<file path="config.mk">
export PLATFORM = sky130hd
export DESIGN_NAME = csm_top
export DESIGN_NICKNAME = d
export VERILOG_FILES = /design/src/common/csm_pkg.sv /design/src/csm_top.sv
export SDC_FILE = /design/constraint.sdc
export NUM_CORES = 1
export LEC_CHECK = 0
export ABC_AREA = 0
export CORE_ASPECT_RATIO = 1.75
export CORE_MARGIN = 5
export CORE_UTILIZATION = 45
export CTS_BUF_LIST = sky130_fd_sc_hd__clkbuf_16
export DETAILED_ROUTE_END_ITERATION = 6
export DONT_BUFFER_PORTS = 1
export PLACE_DENSITY_LB_ADDON = 0.12
export SYNTH_ARGS = -nofsm -noshare
export SYNTH_HDL_FRONTEND = slang
export SYNTH_SLANG_ARGS = --single-unit
export TNS_END_PERCENT = 100
</file>
<file path="constraint.sdc">
create_clock -name clk -period 3.1 [get_ports clk]
set_input_delay 0.93 -clock clk [delete_from_list [all_inputs] [get_ports clk]]
set_output_delay 0.93 -clock clk [all_outputs]
set_load 0.01 [all_outputs]
</file>
<file path="src/common/csm_pkg.sv">
/*
  constants, register map and carrier types for the card status and
  interrupt mask block.
  assumes a 32-bit ahb-lite slave port with word-aligned registers.
*/
package csm_pkg;

  // ----------------------------------------------------------------
  // register map (byte offsets, low address bits only)
  // ----------------------------------------------------------------
  localparam int unsigned ADDR_W = 8;
  localparam logic [7:0] OFF_LIVE = 8'h00;
  localparam logic [7:0] OFF_MASK = 8'h04;
  localparam logic [7:0] OFF_IRQ_STAT = 8'h08;
  localparam logic [7:0] OFF_PRIMARY = 8'h0c;
  localparam logic [7:0] OFF_CLK_CTRL = 8'h10;

  // ----------------------------------------------------------------
  // primary flag / mask layout
  // ----------------------------------------------------------------
  localparam int unsigned FLAG_W = 14;
  localparam logic [13:0] MASK_IMPL = 14'h3eff;
  localparam logic [13:0] MASK_RESET = 14'h0000;
  localparam logic [13:0] IRQ_STAT_RESET = 14'h0000;

  // ----------------------------------------------------------------
  // card clock control word
  // ----------------------------------------------------------------
  localparam int unsigned CLK_DIV_W = 8;
  localparam int unsigned CLK_DIV_LSB = 0;
  localparam int unsigned CLK_EN_BIT = 8;
  localparam logic [7:0] CLK_DIV_RESET = 8'h04;
  localparam logic CLK_EN_RESET = 1'b0;

  // ----------------------------------------------------------------
  // ahb-lite encodings
  // ----------------------------------------------------------------
  localparam logic [1:0] HTRANS_IDLE = 2'h0;
  localparam logic [1:0] HTRANS_NONSEQ = 2'h2;
  localparam logic HRESP_OKAY = 1'b0;

  // ----------------------------------------------------------------
  // carrier types
  // ----------------------------------------------------------------
  typedef struct packed {
    logic cmd_completion;
    logic transfer_done;
    logic data3_edge;
    logic rx_ready;
    logic tx_ready;
    logic rsvd8;
    logic resp_crc_err;
    logic rd_crc_err;
    logic wr_crc_err;
    logic resp_timeout;
    logic rd_timeout;
    logic cmd_resp_done;
    logic busy_done;
    logic data_done;
  } csm_flags_t;

  typedef struct packed {
    logic [24:0] rsvd;
    logic fifo_full;
    logic fifo_empty;
    logic data3_level;
    logic rx_shift_full;
    logic tx_shift_empty;
    logic card_clock_stopped;
    logic card_busy;
  } csm_live_t;

  typedef struct packed {
    logic fifo_full;
    logic fifo_empty;
    logic rx_shift_full;
    logic tx_shift_empty;
    logic card_busy;
  } csm_card_in_t;

endpackage

</file>
<file path="src/csm_top.sv">
/*
  card controller live status, interrupt mask, sticky interrupt status
  and card clock gating, behind an ahb-lite slave port.
  assumes all flag inputs are synchronous to clk and a single ahb master.
*/
`timescale 1ns/100ps
// Function
// - live status bit 4 shows the sampled data line 3 pin level
// - live status bit 3 is one while the receive shift register is full
// - live status bit 2 is one while the transmit shift register is empty
// - card clock held low, bit 1 set, on disable, rx full or tx empty
// - live status bit 0 is one while the card signals busy
// - mask bits enable on one, disable on zero, read/write, reset to zero
// - interrupt only from a latched rising primary flag while its mask bit is set
// - mask bit 13 gates the command completion interrupt
// - mask bit 12 gates the transfer done interrupt
// - mask bit 11 gates the data line 3 edge interrupt
// - mask bit 10 gates the receive data ready interrupt
// - mask bit 9 gates the transmit data ready interrupt
// - mask bit 7 gates the response crc error interrupt
// - mask bit 6 gates the read-data crc error interrupt
// - mask bit 5 gates the write-data crc error interrupt, one enables
// - mask bits 4..0 gate timeouts, response done, busy done, data done
// - live status word is read-only and raises no interrupt
module csm_top #(
  parameter int unsigned DIV_W = csm_pkg::CLK_DIV_W
) (
  input wire logic clk,
  input wire logic sys_rst,
  input wire logic hsel,
  input wire logic [31:0] haddr,
  input wire logic [1:0] htrans,
  input wire logic hwrite,
  input wire logic [2:0] hsize,
  input wire logic [31:0] hwdata,
  input wire logic hready,
  output logic [31:0] hrdata,
  output logic hreadyout,
  output logic hresp,
  input wire csm_pkg::csm_flags_t primary_status_word,
  input wire csm_pkg::csm_card_in_t card_in,
  input wire logic card_data3_pin,
  output logic irq,
  output logic card_clock_pin,
  output logic card_clock_stopped_flag
);

  // ----------------------------------------------------------------
  // helpers
  // ----------------------------------------------------------------
  function automatic logic reg_hit(input logic [7:0] addr, input logic [7:0] off);
    reg_hit = (addr[7:2] == off[7:2]);
  endfunction

  // ----------------------------------------------------------------
  // state
  // ----------------------------------------------------------------
  logic [13:0] mask_reg;
  logic [13:0] irq_stat_reg;
  logic [13:0] irq_stat_next;
  logic [13:0] flags_prev_reg;
  logic primed_reg;
  logic [13:0] rise;
  logic [13:0] w1c;
  csm_pkg::csm_live_t live_reg;
  csm_pkg::csm_live_t live_next;
  logic clk_en_reg;
  logic [DIV_W-1:0] clk_div_reg;
  logic [DIV_W-1:0] div_cnt_reg;
  logic div_tick;
  logic clk_stop;
  logic card_clk_reg;
  logic irq_reg;
  logic wr_pend_reg;
  logic [7:0] wr_addr_reg;
  logic [31:0] hrdata_reg;
  logic hreadyout_reg;
  logic addr_phase;
  logic [31:0] rd_mux;
  logic [13:0] flags_vec;

  assign flags_vec = primary_status_word;

  // ----------------------------------------------------------------
  // ahb-lite address phase capture
  // ----------------------------------------------------------------
  // zero wait states: reads are muxed in the address phase, writes land
  // in the data phase; hsize is not checked, every access is a word
  assign addr_phase = hsel && hready && htrans[1];

  always_ff @(posedge clk or posedge sys_rst) begin
    if (sys_rst) begin
      wr_pend_reg <= 1'b0;
      wr_addr_reg <= 8'h00;
    end else if (hready) begin
      wr_pend_reg <= addr_phase && hwrite;
      wr_addr_reg <= haddr[7:0];
    end
  end

  always_ff @(posedge clk or posedge sys_rst) begin
    if (sys_rst) begin
      hreadyout_reg <= 1'b0;
    end else begin
      hreadyout_reg <= 1'b1;
    end
  end

  // ----------------------------------------------------------------
  // read mux
  // ----------------------------------------------------------------
  always_comb begin
    rd_mux = 32'h0000_0000;
    if (reg_hit(haddr[7:0], csm_pkg::OFF_LIVE)) begin
      rd_mux = live_reg;
    end else if (reg_hit(haddr[7:0], csm_pkg::OFF_MASK)) begin
      rd_mux[13:0] = mask_reg;
    end else if (reg_hit(haddr[7:0], csm_pkg::OFF_IRQ_STAT)) begin
      rd_mux[13:0] = irq_stat_reg;
    end else if (reg_hit(haddr[7:0], csm_pkg::OFF_PRIMARY)) begin
      rd_mux[13:0] = flags_vec & csm_pkg::MASK_IMPL;
    end else if (reg_hit(haddr[7:0], csm_pkg::OFF_CLK_CTRL)) begin
      rd_mux[csm_pkg::CLK_DIV_LSB +: DIV_W] = clk_div_reg;
      rd_mux[csm_pkg::CLK_EN_BIT] = clk_en_reg;
    end
  end

  always_ff @(posedge clk or posedge sys_rst) begin
    if (sys_rst) begin
      hrdata_reg <= 32'h0000_0000;
    end else if (addr_phase && !hwrite) begin
      hrdata_reg <= rd_mux;
    end else if (hready) begin
      hrdata_reg <= 32'h0000_0000;
    end
  end

  // ----------------------------------------------------------------
  // interrupt mask register
  // ----------------------------------------------------------------
  // reserved bits 15..14 and 8 are never stored and read zero
  always_ff @(posedge clk or posedge sys_rst) begin
    if (sys_rst) begin
      mask_reg <= csm_pkg::MASK_RESET;
    end else if (wr_pend_reg && reg_hit(wr_addr_reg, csm_pkg::OFF_MASK)) begin
      mask_reg <= hwdata[13:0] & csm_pkg::MASK_IMPL;
    end
  end

  // ----------------------------------------------------------------
  // rising edge detect on the primary flags
  // ----------------------------------------------------------------
  // primed blocks a false edge from flags already high at reset release
  always_ff @(posedge clk or posedge sys_rst) begin
    if (sys_rst) begin
      flags_prev_reg <= 14'h0000;
      primed_reg <= 1'b0;
    end else begin
      flags_prev_reg <= flags_vec;
      primed_reg <= 1'b1;
    end
  end

  // a flag held high gives one edge only
  assign rise = primed_reg ? (flags_vec & ~flags_prev_reg & csm_pkg::MASK_IMPL)
                           : 14'h0000;

  assign w1c = (wr_pend_reg && reg_hit(wr_addr_reg, csm_pkg::OFF_IRQ_STAT))
               ? hwdata[13:0] : 14'h0000;

  // ----------------------------------------------------------------
  // sticky interrupt status, set wins over write-one-to-clear
  // ----------------------------------------------------------------
  genvar gi;
  generate
    for (gi = 0; gi < csm_pkg::FLAG_W; gi++) begin : g_sticky
      always_comb begin
        irq_stat_next[gi] = rise[gi] || (irq_stat_reg[gi] && !w1c[gi]);
      end
    end
  endgenerate

  always_ff @(posedge clk or posedge sys_rst) begin
    if (sys_rst) begin
      irq_stat_reg <= csm_pkg::IRQ_STAT_RESET;
    end else begin
      irq_stat_reg <= irq_stat_next & csm_pkg::MASK_IMPL;
    end
  end

  // ----------------------------------------------------------------
  // interrupt output
  // ----------------------------------------------------------------
  // per-bit gating: 13 cmd completion, 12 transfer done, 11 dat3 edge,
  // 10 rx ready, 9 tx ready, 7..5 crc errors, 4..0 timeouts and dones
  always_ff @(posedge clk or posedge sys_rst) begin
    if (sys_rst) begin
      irq_reg <= 1'b0;
    end else begin
      irq_reg <= |(irq_stat_reg & mask_reg);
    end
  end

  // ----------------------------------------------------------------
  // card clock control word
  // ----------------------------------------------------------------
  always_ff @(posedge clk or posedge sys_rst) begin
    if (sys_rst) begin
      clk_en_reg <= csm_pkg::CLK_EN_RESET;
      clk_div_reg <= DIV_W'(csm_pkg::CLK_DIV_RESET);
    end else if (wr_pend_reg && reg_hit(wr_addr_reg, csm_pkg::OFF_CLK_CTRL)) begin
      clk_en_reg <= hwdata[csm_pkg::CLK_EN_BIT];
      clk_div_reg <= hwdata[csm_pkg::CLK_DIV_LSB +: DIV_W];
    end
  end

  // ----------------------------------------------------------------
  // card clock divider and gating
  // ----------------------------------------------------------------
  // card clock = clk / (2 * (div + 1)); the pin is parked low, never mid-high
  assign clk_stop = !clk_en_reg || card_in.rx_shift_full || card_in.tx_shift_empty;
  assign div_tick = (div_cnt_reg == '0);

  always_ff @(posedge clk or posedge sys_rst) begin
    if (sys_rst) begin
      div_cnt_reg <= '0;
    end else if (clk_stop || div_tick) begin
      div_cnt_reg <= clk_div_reg;
    end else begin
      div_cnt_reg <= div_cnt_reg - 1'b1;
    end
  end

  always_ff @(posedge clk or posedge sys_rst) begin
    if (sys_rst) begin
      card_clk_reg <= 1'b0;
    end else if (clk_stop) begin
      card_clk_reg <= 1'b0;
    end else if (div_tick) begin
      card_clk_reg <= !card_clk_reg;
    end
  end

  // ----------------------------------------------------------------
  // live status word
  // ----------------------------------------------------------------
  // one register stage, so the word lags its inputs by one cycle
  always_comb begin
    live_next = '0;
    live_next.fifo_full = card_in.fifo_full;
    live_next.fifo_empty = card_in.fifo_empty;
    live_next.data3_level = card_data3_pin;
    live_next.rx_shift_full = card_in.rx_shift_full;
    live_next.tx_shift_empty = card_in.tx_shift_empty;
    live_next.card_clock_stopped = clk_stop;
    live_next.card_busy = card_in.card_busy;
  end

  always_ff @(posedge clk or posedge sys_rst) begin
    if (sys_rst) begin
      live_reg <= '0;
    end else begin
      live_reg <= live_next;
    end
  end

  always_ff @(posedge clk or posedge sys_rst) begin
    if (sys_rst) begin
      card_clock_stopped_flag <= 1'b1;
    end else begin
      card_clock_stopped_flag <= clk_stop;
    end
  end

  // ----------------------------------------------------------------
  // outputs
  // ----------------------------------------------------------------
  assign hrdata = hrdata_reg;
  assign hreadyout = hreadyout_reg;
  assign hresp = csm_pkg::HRESP_OKAY;
  assign irq = irq_reg;
  assign card_clock_pin = card_clk_reg;

endmodule

</file>
==> run metrics, run 1 <==
status finished, final reports clean; io pins 131; Final Max Tran Viols 0; Pre-antenna DRT Iters 6; Overflow after GRT 0; Final Hold Fails 0; pwr/cell area 577 nW/µm²; Post-synth EDFFs 0; RSZ-0062 raised after global routing no; CTS tree done; setup TNS 0 ns; FMAX 465 MHz; Hold Path Cell Cnt 1; clock buffer count from CTS 9; final setup violating endpoints 0; wire per inst 20.0 µm; CP peak stage delay 0.66 ns; Area growth syn-to-layout 8.26%; register bit total from synthesis 88; core area 8610 µm²; pin count of the biggest net entering global routing 89; Placement Setup Slack 0.777 ns; Root Buffer clkbuf_16; die area 10800 µm²; Rows 45; Worst setup SP type flip-flop; Largest register FFs 14; Slowest cell on crit path nor4b_4; most common cell after layout, fill and taps aside dfrtp_1; Starting Density 45.9%; layout cell share with drive strength beyond 1 15.9%; Worst Path Required 3.32 ns; Via-to-Cell Ratio 5.61; global-route usage over all layers 18.4%; Worst VDD drop 0.348 mV; setup ws final 0.950 ns; Pleak 1.92 nW; vias in the first global route 2735; # port buffers 0; DRC violations left 0; CP Class reg2reg; Post-Syn Area 3950 µm²; relative slew slack 53.9%; DR vias 2639; dpl hpwl 6640 µm; R2R depth 3; register area share after synthesis 55.8%; Hold Crit Class reg2reg; hold-fix buffers at CTS 0; Post-Route WL 9390 µm; Clock Skew 0.00500 ns; crit end category flip-flop; Arrival @ worst endpoint 2.37 ns; period utilization 69.3%; library cells used by synthesis 48; most frequent cells in the layout dfrtp_1, nand2_1, mux2_2; ys flop type dfrtp_1; Setup Buffers After CTS 0; Tightest Pin Transition 0.689 ns; GPL Wtd Cong 0.795; CP Max Fanout 9; Max H-tree Level 3; sequence of cells on the critical path or4b_4 -> nor4b_4 -> mux2_2; Antenna Cells 0; Chip Height 134 µm; Pwr Total 2.47 mW; Clk Latency, worst-skew pair 0.33 ns; Synth Area per Inst 11.4 µm²; Max-Cap Viols 0; die width 80.8 µm; fin crit period 2.15 ns; ys async rst share 100%; clk sinks 88; first-pass GRT wire length 14800 µm; nets@finish 444; Antenna Nets Post-Route 0; Mapped Cells 347; Syn. warnings 0; initial antenna violation count 0; Starting DRT DRC Count 133; clock slew at reported path FFs 0.06 ns; worst-case clock buffer depth 2; post-cts repair resize count 0
==> synthesized netlist by cell type, types with 2 or more instances <==
library cell	count	area share [%]
dfrtp_1	86	54
nand2_1	33	3.1
mux2_2	28	8.0
nor2_1	27	2.6
a21oi_1	22	2.8
buf_4	20	3.8
o2bb2ai_1	14	3.1
inv_1	12	1.1
a21o_1	8	1.5
clkbuf_1	8	0.76
o21ai_0	8	1.0
nor2b_1	7	1.1
a32o_1	5	1.3
nand2b_1	5	0.79
o41ai_1	5	1.1
a221o_1	4	1.0
buf_2	4	0.51
xor2_1	4	0.89
nor3_1	3	0.38
o22ai_1	3	0.48
a221oi_1	2	0.44
a22oi_1	2	0.38
a31oi_1	2	0.32
a32oi_1	2	0.44
conb_1	2	0.19
dfstp_2	2	1.3
ha_1	2	0.63
nand3_1	2	0.25
nor4_1	2	0.32
nor4b_4	2	1.2
o32a_1	2	0.51
o32ai_1	2	0.44
xnor2_1	2	0.44
==> path summary, 6_finish.rpt <==
path	startpoint	end	slack [ns]
worst max-delay path	wr_addr_reg[5]$_DFFE_PP0P_	clk_div_reg[0]$_DFFE_PP0P_	0.95
min in group asynchronous	sys_rst	flags_prev_reg[9]$_DFF_PP0_	0.57
worst max register to register	wr_addr_reg[5]$_DFFE_PP0P_	clk_div_reg[0]$_DFFE_PP0P_	0.95
max in group asynchronous	sys_rst	live_reg[5]$_DFF_PP0_	2.14
worst min-delay path	flags_prev_reg[6]$_DFF_PP0_	irq_stat_reg[6]$_DFF_PP0_	0.41
worst min register to register	flags_prev_reg[6]$_DFF_PP0_	irq_stat_reg[6]$_DFF_PP0_	0.41
==> worst max-delay path, delay by kind of cell, from the launching register on <==
kind | cells | cell delay [ns]
DFF | 1 | 0.37
muxes | 1 | 0.41
and+or+nand+nor | 2 | 1.25
==> report_power, final <==
group / total [mW] / internal [mW] / switching [mW]
logic: 0.240 / 0.111 / 0.129
clock network: 0.938 / 0.528 / 0.410
registers: 1.29 / 1.22 / 0.0643
==> layout make-up <==
type,count,area (µm²)
Fill cell,817,4340
Sequential cell,88,2200
Multi-Input combinational cell,232,1570
Clock buffer,9,225
Tap cell,117,146
Timing Repair Buffer,5,50.0
Inverter,12,48.8
Clock inverter,7,31.3
==> metrics by stage <==
| step | util (%) | hold slack [ns] | area (µm²) | cells |
|---|---|---|---|---|
| after global routing | 49.7 | 0.432 | 4280 | 470 |
| after CTS | 49.7 | 0.415 | 4280 | 470 |
| after floorplan | - | 0.393 | 4020 | 365 |
| final | 49.7 | 0.415 | 4280 | 470 |
| after global placement | 46.7 | 0.395 | 4020 | 454 |
| after detailed placement | 46.7 | 0.407 | 4020 | 454 |
==> cells by family after synthesis <==
kind of cell	after synthesis	share of synthesized area, %
XOR/XNOR	6	1.33
flip-flops	88	55.8
adder cells (fa/ha/maj)	2	0.633
multiplexers	28	7.98
AO/OA/AOI/OAI	85	15.7
AND/OR/NAND/NOR	91	12.0
other	2	0.190
buffers and inverters	45	6.30
==> routing by layer <==
metal	part of all wire [%]	GRT usage, %	vias up
met2	51	30.4	81
met3	8.4	7.19	15
met5	0	0	-
li1	-	-	1207
met1	38	21.1	1336
met4	2.2	6.95	0
Power figures use the tool's default switching activity.
==> run 2, diff against run 1 <==
==> constraint.sdc (replaced) <==
create_clock -name clk -period 2.1 [get_ports clk]
set_input_delay 0.63 -clock clk [delete_from_list [all_inputs] [get_ports clk]]
set_output_delay 0.63 -clock clk [all_outputs]
set_load 0.01 [all_outputs]
==> run metrics, run 2 (same netlist as run 1, synthesis figures left out) <==
pwr/cell area 848 nW/µm² (+47%); most common cell after layout, fill and taps aside dfrtp_1; Chip Height 134 µm (unchanged); Worst setup SP type flip-flop; Tightest Pin Transition 0.539 ns (-0.149 ns); Clk Latency, worst-skew pair 0.34 ns (about the same); period utilization 92.0% (+23 points); Setup Buffers After CTS 0 (unchanged); Max H-tree Level 3 (unchanged); layout cell share with drive strength beyond 1 18.3% (+2.4 points); Root Buffer clkbuf_16; GPL Wtd Cong 0.805 (+1.2%); clk sinks 88 (unchanged); sw power 0.941 mW (+56%); Pleak 1.97 nW (+2.5%); Comb pwr share 10.2% (+0.5 points); setup TNS 0 ns (unchanged); Antenna Nets Post-Route 0 (unchanged); Largest register FFs 14 (unchanged); Overflow after GRT 0 (unchanged); Pwr Total 3.72 mW (+51%); most frequent cells in the layout dfrtp_1, nand2_1, mux2_2; CP Max Fanout 9 (unchanged); FMAX 517 MHz (+11%); Worst Path Required 2.32 ns (-1.00 ns); Switching Fraction 25.3% (+0.84 points); die area 10800 µm² (unchanged); RSZ-0062 raised after global routing no; Max-Cap Viols 0 (unchanged); clock slew at reported path FFs 0.06 ns (about the same); wire per inst 19.8 µm (-0.93%); global-route usage over all layers 19.4% (+1.1 points); first-pass GRT wire length 15600 µm (+5.5%); CP Class reg2reg; # port buffers 0 (unchanged); Clk pwr share 38.7% (+0.7 points); worst-case clock buffer depth 2 (unchanged); final setup violating endpoints 0 (unchanged); die width 80.8 µm (unchanged); Final Hold Fails 0 (unchanged); hold-fix buffers at CTS 0 (unchanged); Pre-antenna DRT Iters 4 (-2); Layout Utilization 50.9% (+1.2 points); vias in the first global route 2860 (+4.6%); Hold Crit Class in2async; Final Max Tran Viols 0 (unchanged); io pins 131 (unchanged); Worst VDD drop 0.532 mV (+53%); DR vias 2646 (+0.27%); Internal Power 2.78 mW (+49%); Reg power frac 51.1% (-1.1 points); Rows 45 (unchanged); relative slew slack 64.0% (+10 points); Starting DRT DRC Count 196 (+47%); Starting Density 45.9% (unchanged); core area 8610 µm² (unchanged); Antenna Cells 0 (unchanged); Clock Skew 0.00668 ns (+0.00168 ns); status finished, final reports clean; initial antenna violation count 0 (unchanged); pin count of the biggest net entering global routing 32 (-64%); DRC violations left 0 (unchanged); fin crit period 1.93 ns (-0.217 ns); WHS 0.204 ns (-0.211 ns); crit end category flip-flop; nets@finish 452 (+1.8%); CTS tree done; post-cts repair resize count 0 (unchanged); Area growth syn-to-layout 11.0%; dpl hpwl 6910 µm (+4.0%); clock buffer count from CTS 9 (unchanged); Arrival @ worst endpoint 2.15 ns (-0.22 ns); Post-Route WL 9460 µm (+0.76%); Via-to-Cell Ratio 5.54 (-1.4%)
-- run 2: cell types whose count changed in the layout (fill, tap and decap cells not counted), sizes merged --
| cell | delta |
|---|---|
| buf | +8 |
| inv | -1 |
| clkinvlp | +1 |
-- run 2: power by group through the flow --
stage	combinational [mW]	clock, mW	sequential [mW]
after floorplan	0.338	0	1.90
after global placement	0.377	0	1.93
after global routing	0.432	1.53	1.91
after CTS	0.386	1.48	1.90
final	0.379	1.44	1.90
after detailed placement	0.384	0	1.93
-- run 2: worst paths after layout --
| kind | from | endpoint | slack (ns) | depth (start not counted) |
|---|---|---|---|---|
| setup / recovery | wr_addr_reg[5]$_DFFE_PP0P_ | clk_div_reg[4]$_DFFE_PP0P_ | 0.17 | 4 |
| hold / removal | sys_rst | irq_stat_reg[9]$_DFF_PP0_ | 0.20 | 1 |
| setup reg to reg | wr_addr_reg[5]$_DFFE_PP0P_ | clk_div_reg[4]$_DFFE_PP0P_ | 0.17 | 4 |
| hold reg to reg | flags_prev_reg[0]$_DFF_PP0_ | irq_stat_reg[0]$_DFF_PP0_ | 0.41 | 1 |
| max in group asynchronous | sys_rst | primed_reg$_DFF_PP0_ | 1.23 | 2 |
| min in group clk | primary_status_word[13] | flags_prev_reg[13]$_DFF_PP0_ | 0.32 | 0 |
-- run 2: area by class of cell --
| type | count | area, µm² |
|---|---|---|
| Clock buffer | 9 | 225 |
| Clock inverter | 7 | 40.0 |
| Fill cell | 800 | 4230 |
| Inverter | 12 | 48.8 |
| Multi-Input combinational cell | 232 | 1570 |
| Sequential cell | 88 | 2200 |
| Tap cell | 117 | 146 |
| Timing Repair Buffer | 13 | 148 |
-- run 2: per-layer routing --
metal  up-vias  global-route usage (%)  wire length, µm
li1       1227                       -                -
met1      1321                    22.8             3540
met2        87                    32.7             4970
met3        11                    5.04              749
met4         0                    8.65              197
met5         -                       0                0
-- run 2: worst max-delay path, cell delays in order, from the launching register on --
cell     delay, ns
dfrtp_1       0.38
or4b_4        0.60
nor4b_4       0.33
buf_12        0.18
mux2_2        0.33
-- run 2: through the flow --
| stage | instances | instance area (µm²) | setup slack, ns |
|---|---|---|---|
| final | 478 | 4380 | 0.167 |
| after global routing | 478 | 4380 | 0.101 |
| after CTS | 478 | 4380 | 0.167 |
| after detailed placement | 462 | 4120 | 0.181 |
| after global placement | 462 | 4120 | 0.176 |
| after floorplan | 365 | 4020 | 0.0720 |
==> run 3, diff against run 2 <==
--- a/config.mk
+++ b/config.mk
@@ -8,7 +8,7 @@
 export ABC_AREA = 0
 export CORE_ASPECT_RATIO = 1.75
 export CORE_MARGIN = 5
-export CORE_UTILIZATION = 45
+export CORE_UTILIZATION = 60
 export CTS_BUF_LIST = sky130_fd_sc_hd__clkbuf_16
 export DETAILED_ROUTE_END_ITERATION = 6
 export DONT_BUFFER_PORTS = 1
==> run metrics, run 3 (same netlist as run 1, synthesis figures left out) <==
Post-Route WL 8940 µm (-5.5%); layout cell share with drive strength beyond 1 16.5% (-1.8 points); Antenna Cells 0 (unchanged); clk sinks 88 (unchanged); worst-case clock buffer depth 2 (unchanged); most frequent cells in the layout dfrtp_1, nand2_1, mux2_2; Pwr Total 3.66 mW (-1.6%); die area 8370 µm² (-23%); hold-fix buffers at CTS 0 (unchanged); Final Hold Fails 0 (unchanged); period utilization 91.7% (-0.36 points); post-cts repair resize count 0 (unchanged); die width 71.3 µm (-12%); CP peak stage delay 0.60 ns (about the same); sw power 0.899 mW (-4.5%); Slowest cell on crit path or4b_4; setup ws final 0.175 ns (+0.00758 ns); Root Buffer clkbuf_16; Final Max Tran Viols 0 (unchanged); Layout Utilization 66.2% (+15 points); crit end category flip-flop; Clk Latency, worst-skew pair 0.34 ns (about the same); io pins 131 (unchanged); Chip Height 117 µm (-12%); Switching Fraction 24.6% (-0.74 points); core area 6490 µm² (-25%); register area 2200 µm² (unchanged); # port buffers 0 (unchanged); status finished, final reports clean; Pre-antenna DRT Iters 4 (unchanged); Worst Path Required 2.32 ns (about the same); pin count of the biggest net entering global routing 52 (+63%); Tightest Pin Transition 0.498 ns (-0.0411 ns); Max-Cap Viols 0 (unchanged); Post-Place Cell Area 4040 µm² (-1.9%); sequence of cells on the critical path or4b_4 -> nor4b_4 -> buf_12 -> mux2_2; Antenna Nets Post-Route 0 (unchanged); DRC violations left 0 (unchanged); most common cell after layout, fill and taps aside dfrtp_1; wire per inst 20.3 µm (+2.7%); first-pass GRT wire length 14800 µm (-5.3%); pwr/cell area 852 nW/µm² (+0.44%); nets@finish 449 (-0.66%); Worst VDD drop 0.623 mV (+17%); CP Max Fanout 9 (unchanged); Clk pwr share 38.0% (-0.7 points); FILL cells 493 (-38%); Via-to-Cell Ratio 6.09 (+10%); Setup Buffers After CTS 0 (unchanged); GPL Wtd Cong 0.787 (-2.2%); initial antenna violation count 0 (unchanged); clock slew at reported path FFs 0.06 ns (about the same); Largest register FFs 14 (unchanged); Internal Power 2.76 mW (-0.59%); multi-input logic area 1570 µm² (unchanged); fin crit period 1.93 ns (-0.00758 ns); Starting DRT DRC Count 222 (+13%); Worst setup SP type flip-flop; DR vias 2678 (+1.2%); global-route usage over all layers 23.2% (+3.8 points); setup TNS 0 ns (unchanged); Overflow after GRT 0 (unchanged); Area growth syn-to-layout 8.74%; Placement Setup Slack 0.197 ns (+0.0153 ns); Clock Skew 0.00464 ns (-0.00204 ns); Hold Crit Class in2async; CTS tree done; relative slew slack 66.7% (+2.7 points); FMAX 519 MHz (+0.39%); Max H-tree Level 3 (unchanged); vias in the first global route 2812 (-1.7%); dpl hpwl 6490 µm (-6.1%); clock buffer count from CTS 9 (unchanged); Comb pwr share 10.1% (about the same); RSZ-0062 raised after global routing no; Rows 39 (-13%); fin area 4300 µm² (-2.0%); final setup violating endpoints 0 (unchanged); Starting Density 60.9% (+15 points); Arrival @ worst endpoint 2.15 ns (about the same); CP Class reg2reg; Reg power frac 51.9% (+0.8 points); Pleak 1.94 nW (-1.3%)
[run 3: cell types whose count changed in the layout (fill, tap and decap cells not counted)]
cell      delta
buf_4        -2
clkinv_2     -3
clkinv_1     +3
clkinv_4     -1
inv_1        +1
buf_12       -1
[run 3: power groups by stage]
stage	sequential, mW	clock (mW)	combinational (mW)
2_1_floorplan	1.90	0	0.338
3_3_place_gp	1.92	0	0.364
6_report	1.90	1.39	0.370
4_1_cts	1.90	1.42	0.375
3_5_place_dp	1.93	0	0.373
5_1_grt	1.91	1.49	0.418
[run 3: final cells by class]
class,count,area share (%)
clock buffers,9,5.24
clock inverters,7,0.728
well taps,82,2.39
inverters,12,1.14
flip-flops and latches,88,51.3
multi-input cells,232,36.6
repair buffers,10,2.62
[run 3: per-stage QoR]
step | std cells | hold WS [ns]
floorplan | 365 | 0.393
global placement | 424 | 0.396
detailed placement | 424 | 0.406
CTS | 440 | 0.183
global route | 440 | 0.209
finish | 440 | 0.186
[run 3: worst paths after layout]
kind / start / endpoint / slack [ns] / cells after the start
max: wr_addr_reg[5]$_DFFE_PP0P_ / clk_div_reg[5]$_DFFE_PP0P_ / 0.17 / 4
min in group clk: primary_status_word[2] / flags_prev_reg[2]$_DFF_PP0_ / 0.32 / 0
max reg2reg: wr_addr_reg[5]$_DFFE_PP0P_ / clk_div_reg[5]$_DFFE_PP0P_ / 0.17 / 4
min: sys_rst / flags_prev_reg[10]$_DFF_PP0_ / 0.19 / 1
min reg2reg: flags_prev_reg[5]$_DFF_PP0_ / irq_stat_reg[5]$_DFF_PP0_ / 0.41 / 1
max in group asynchronous: sys_rst / clk_div_reg[2]$_DFFE_PP1P_ / 1.26 / 2
[run 3: critical path, delay by kind of cell (launching register included)]
kind | cells | cell delay (ns)
DFF | 1 | 0.37
muxes | 1 | 0.33
buffers and inverters | 1 | 0.17
and+or+nand+nor | 2 | 0.94
[run 3: routing by layer]
metal	vias to the layer above	track usage [%]	part of all wire (%)
met5	-	0	0
met4	0	12.0	1.6
met3	10	6.85	7.3
met2	84	36.9	53
met1	1357	28.0	38
li1	1227	-	-
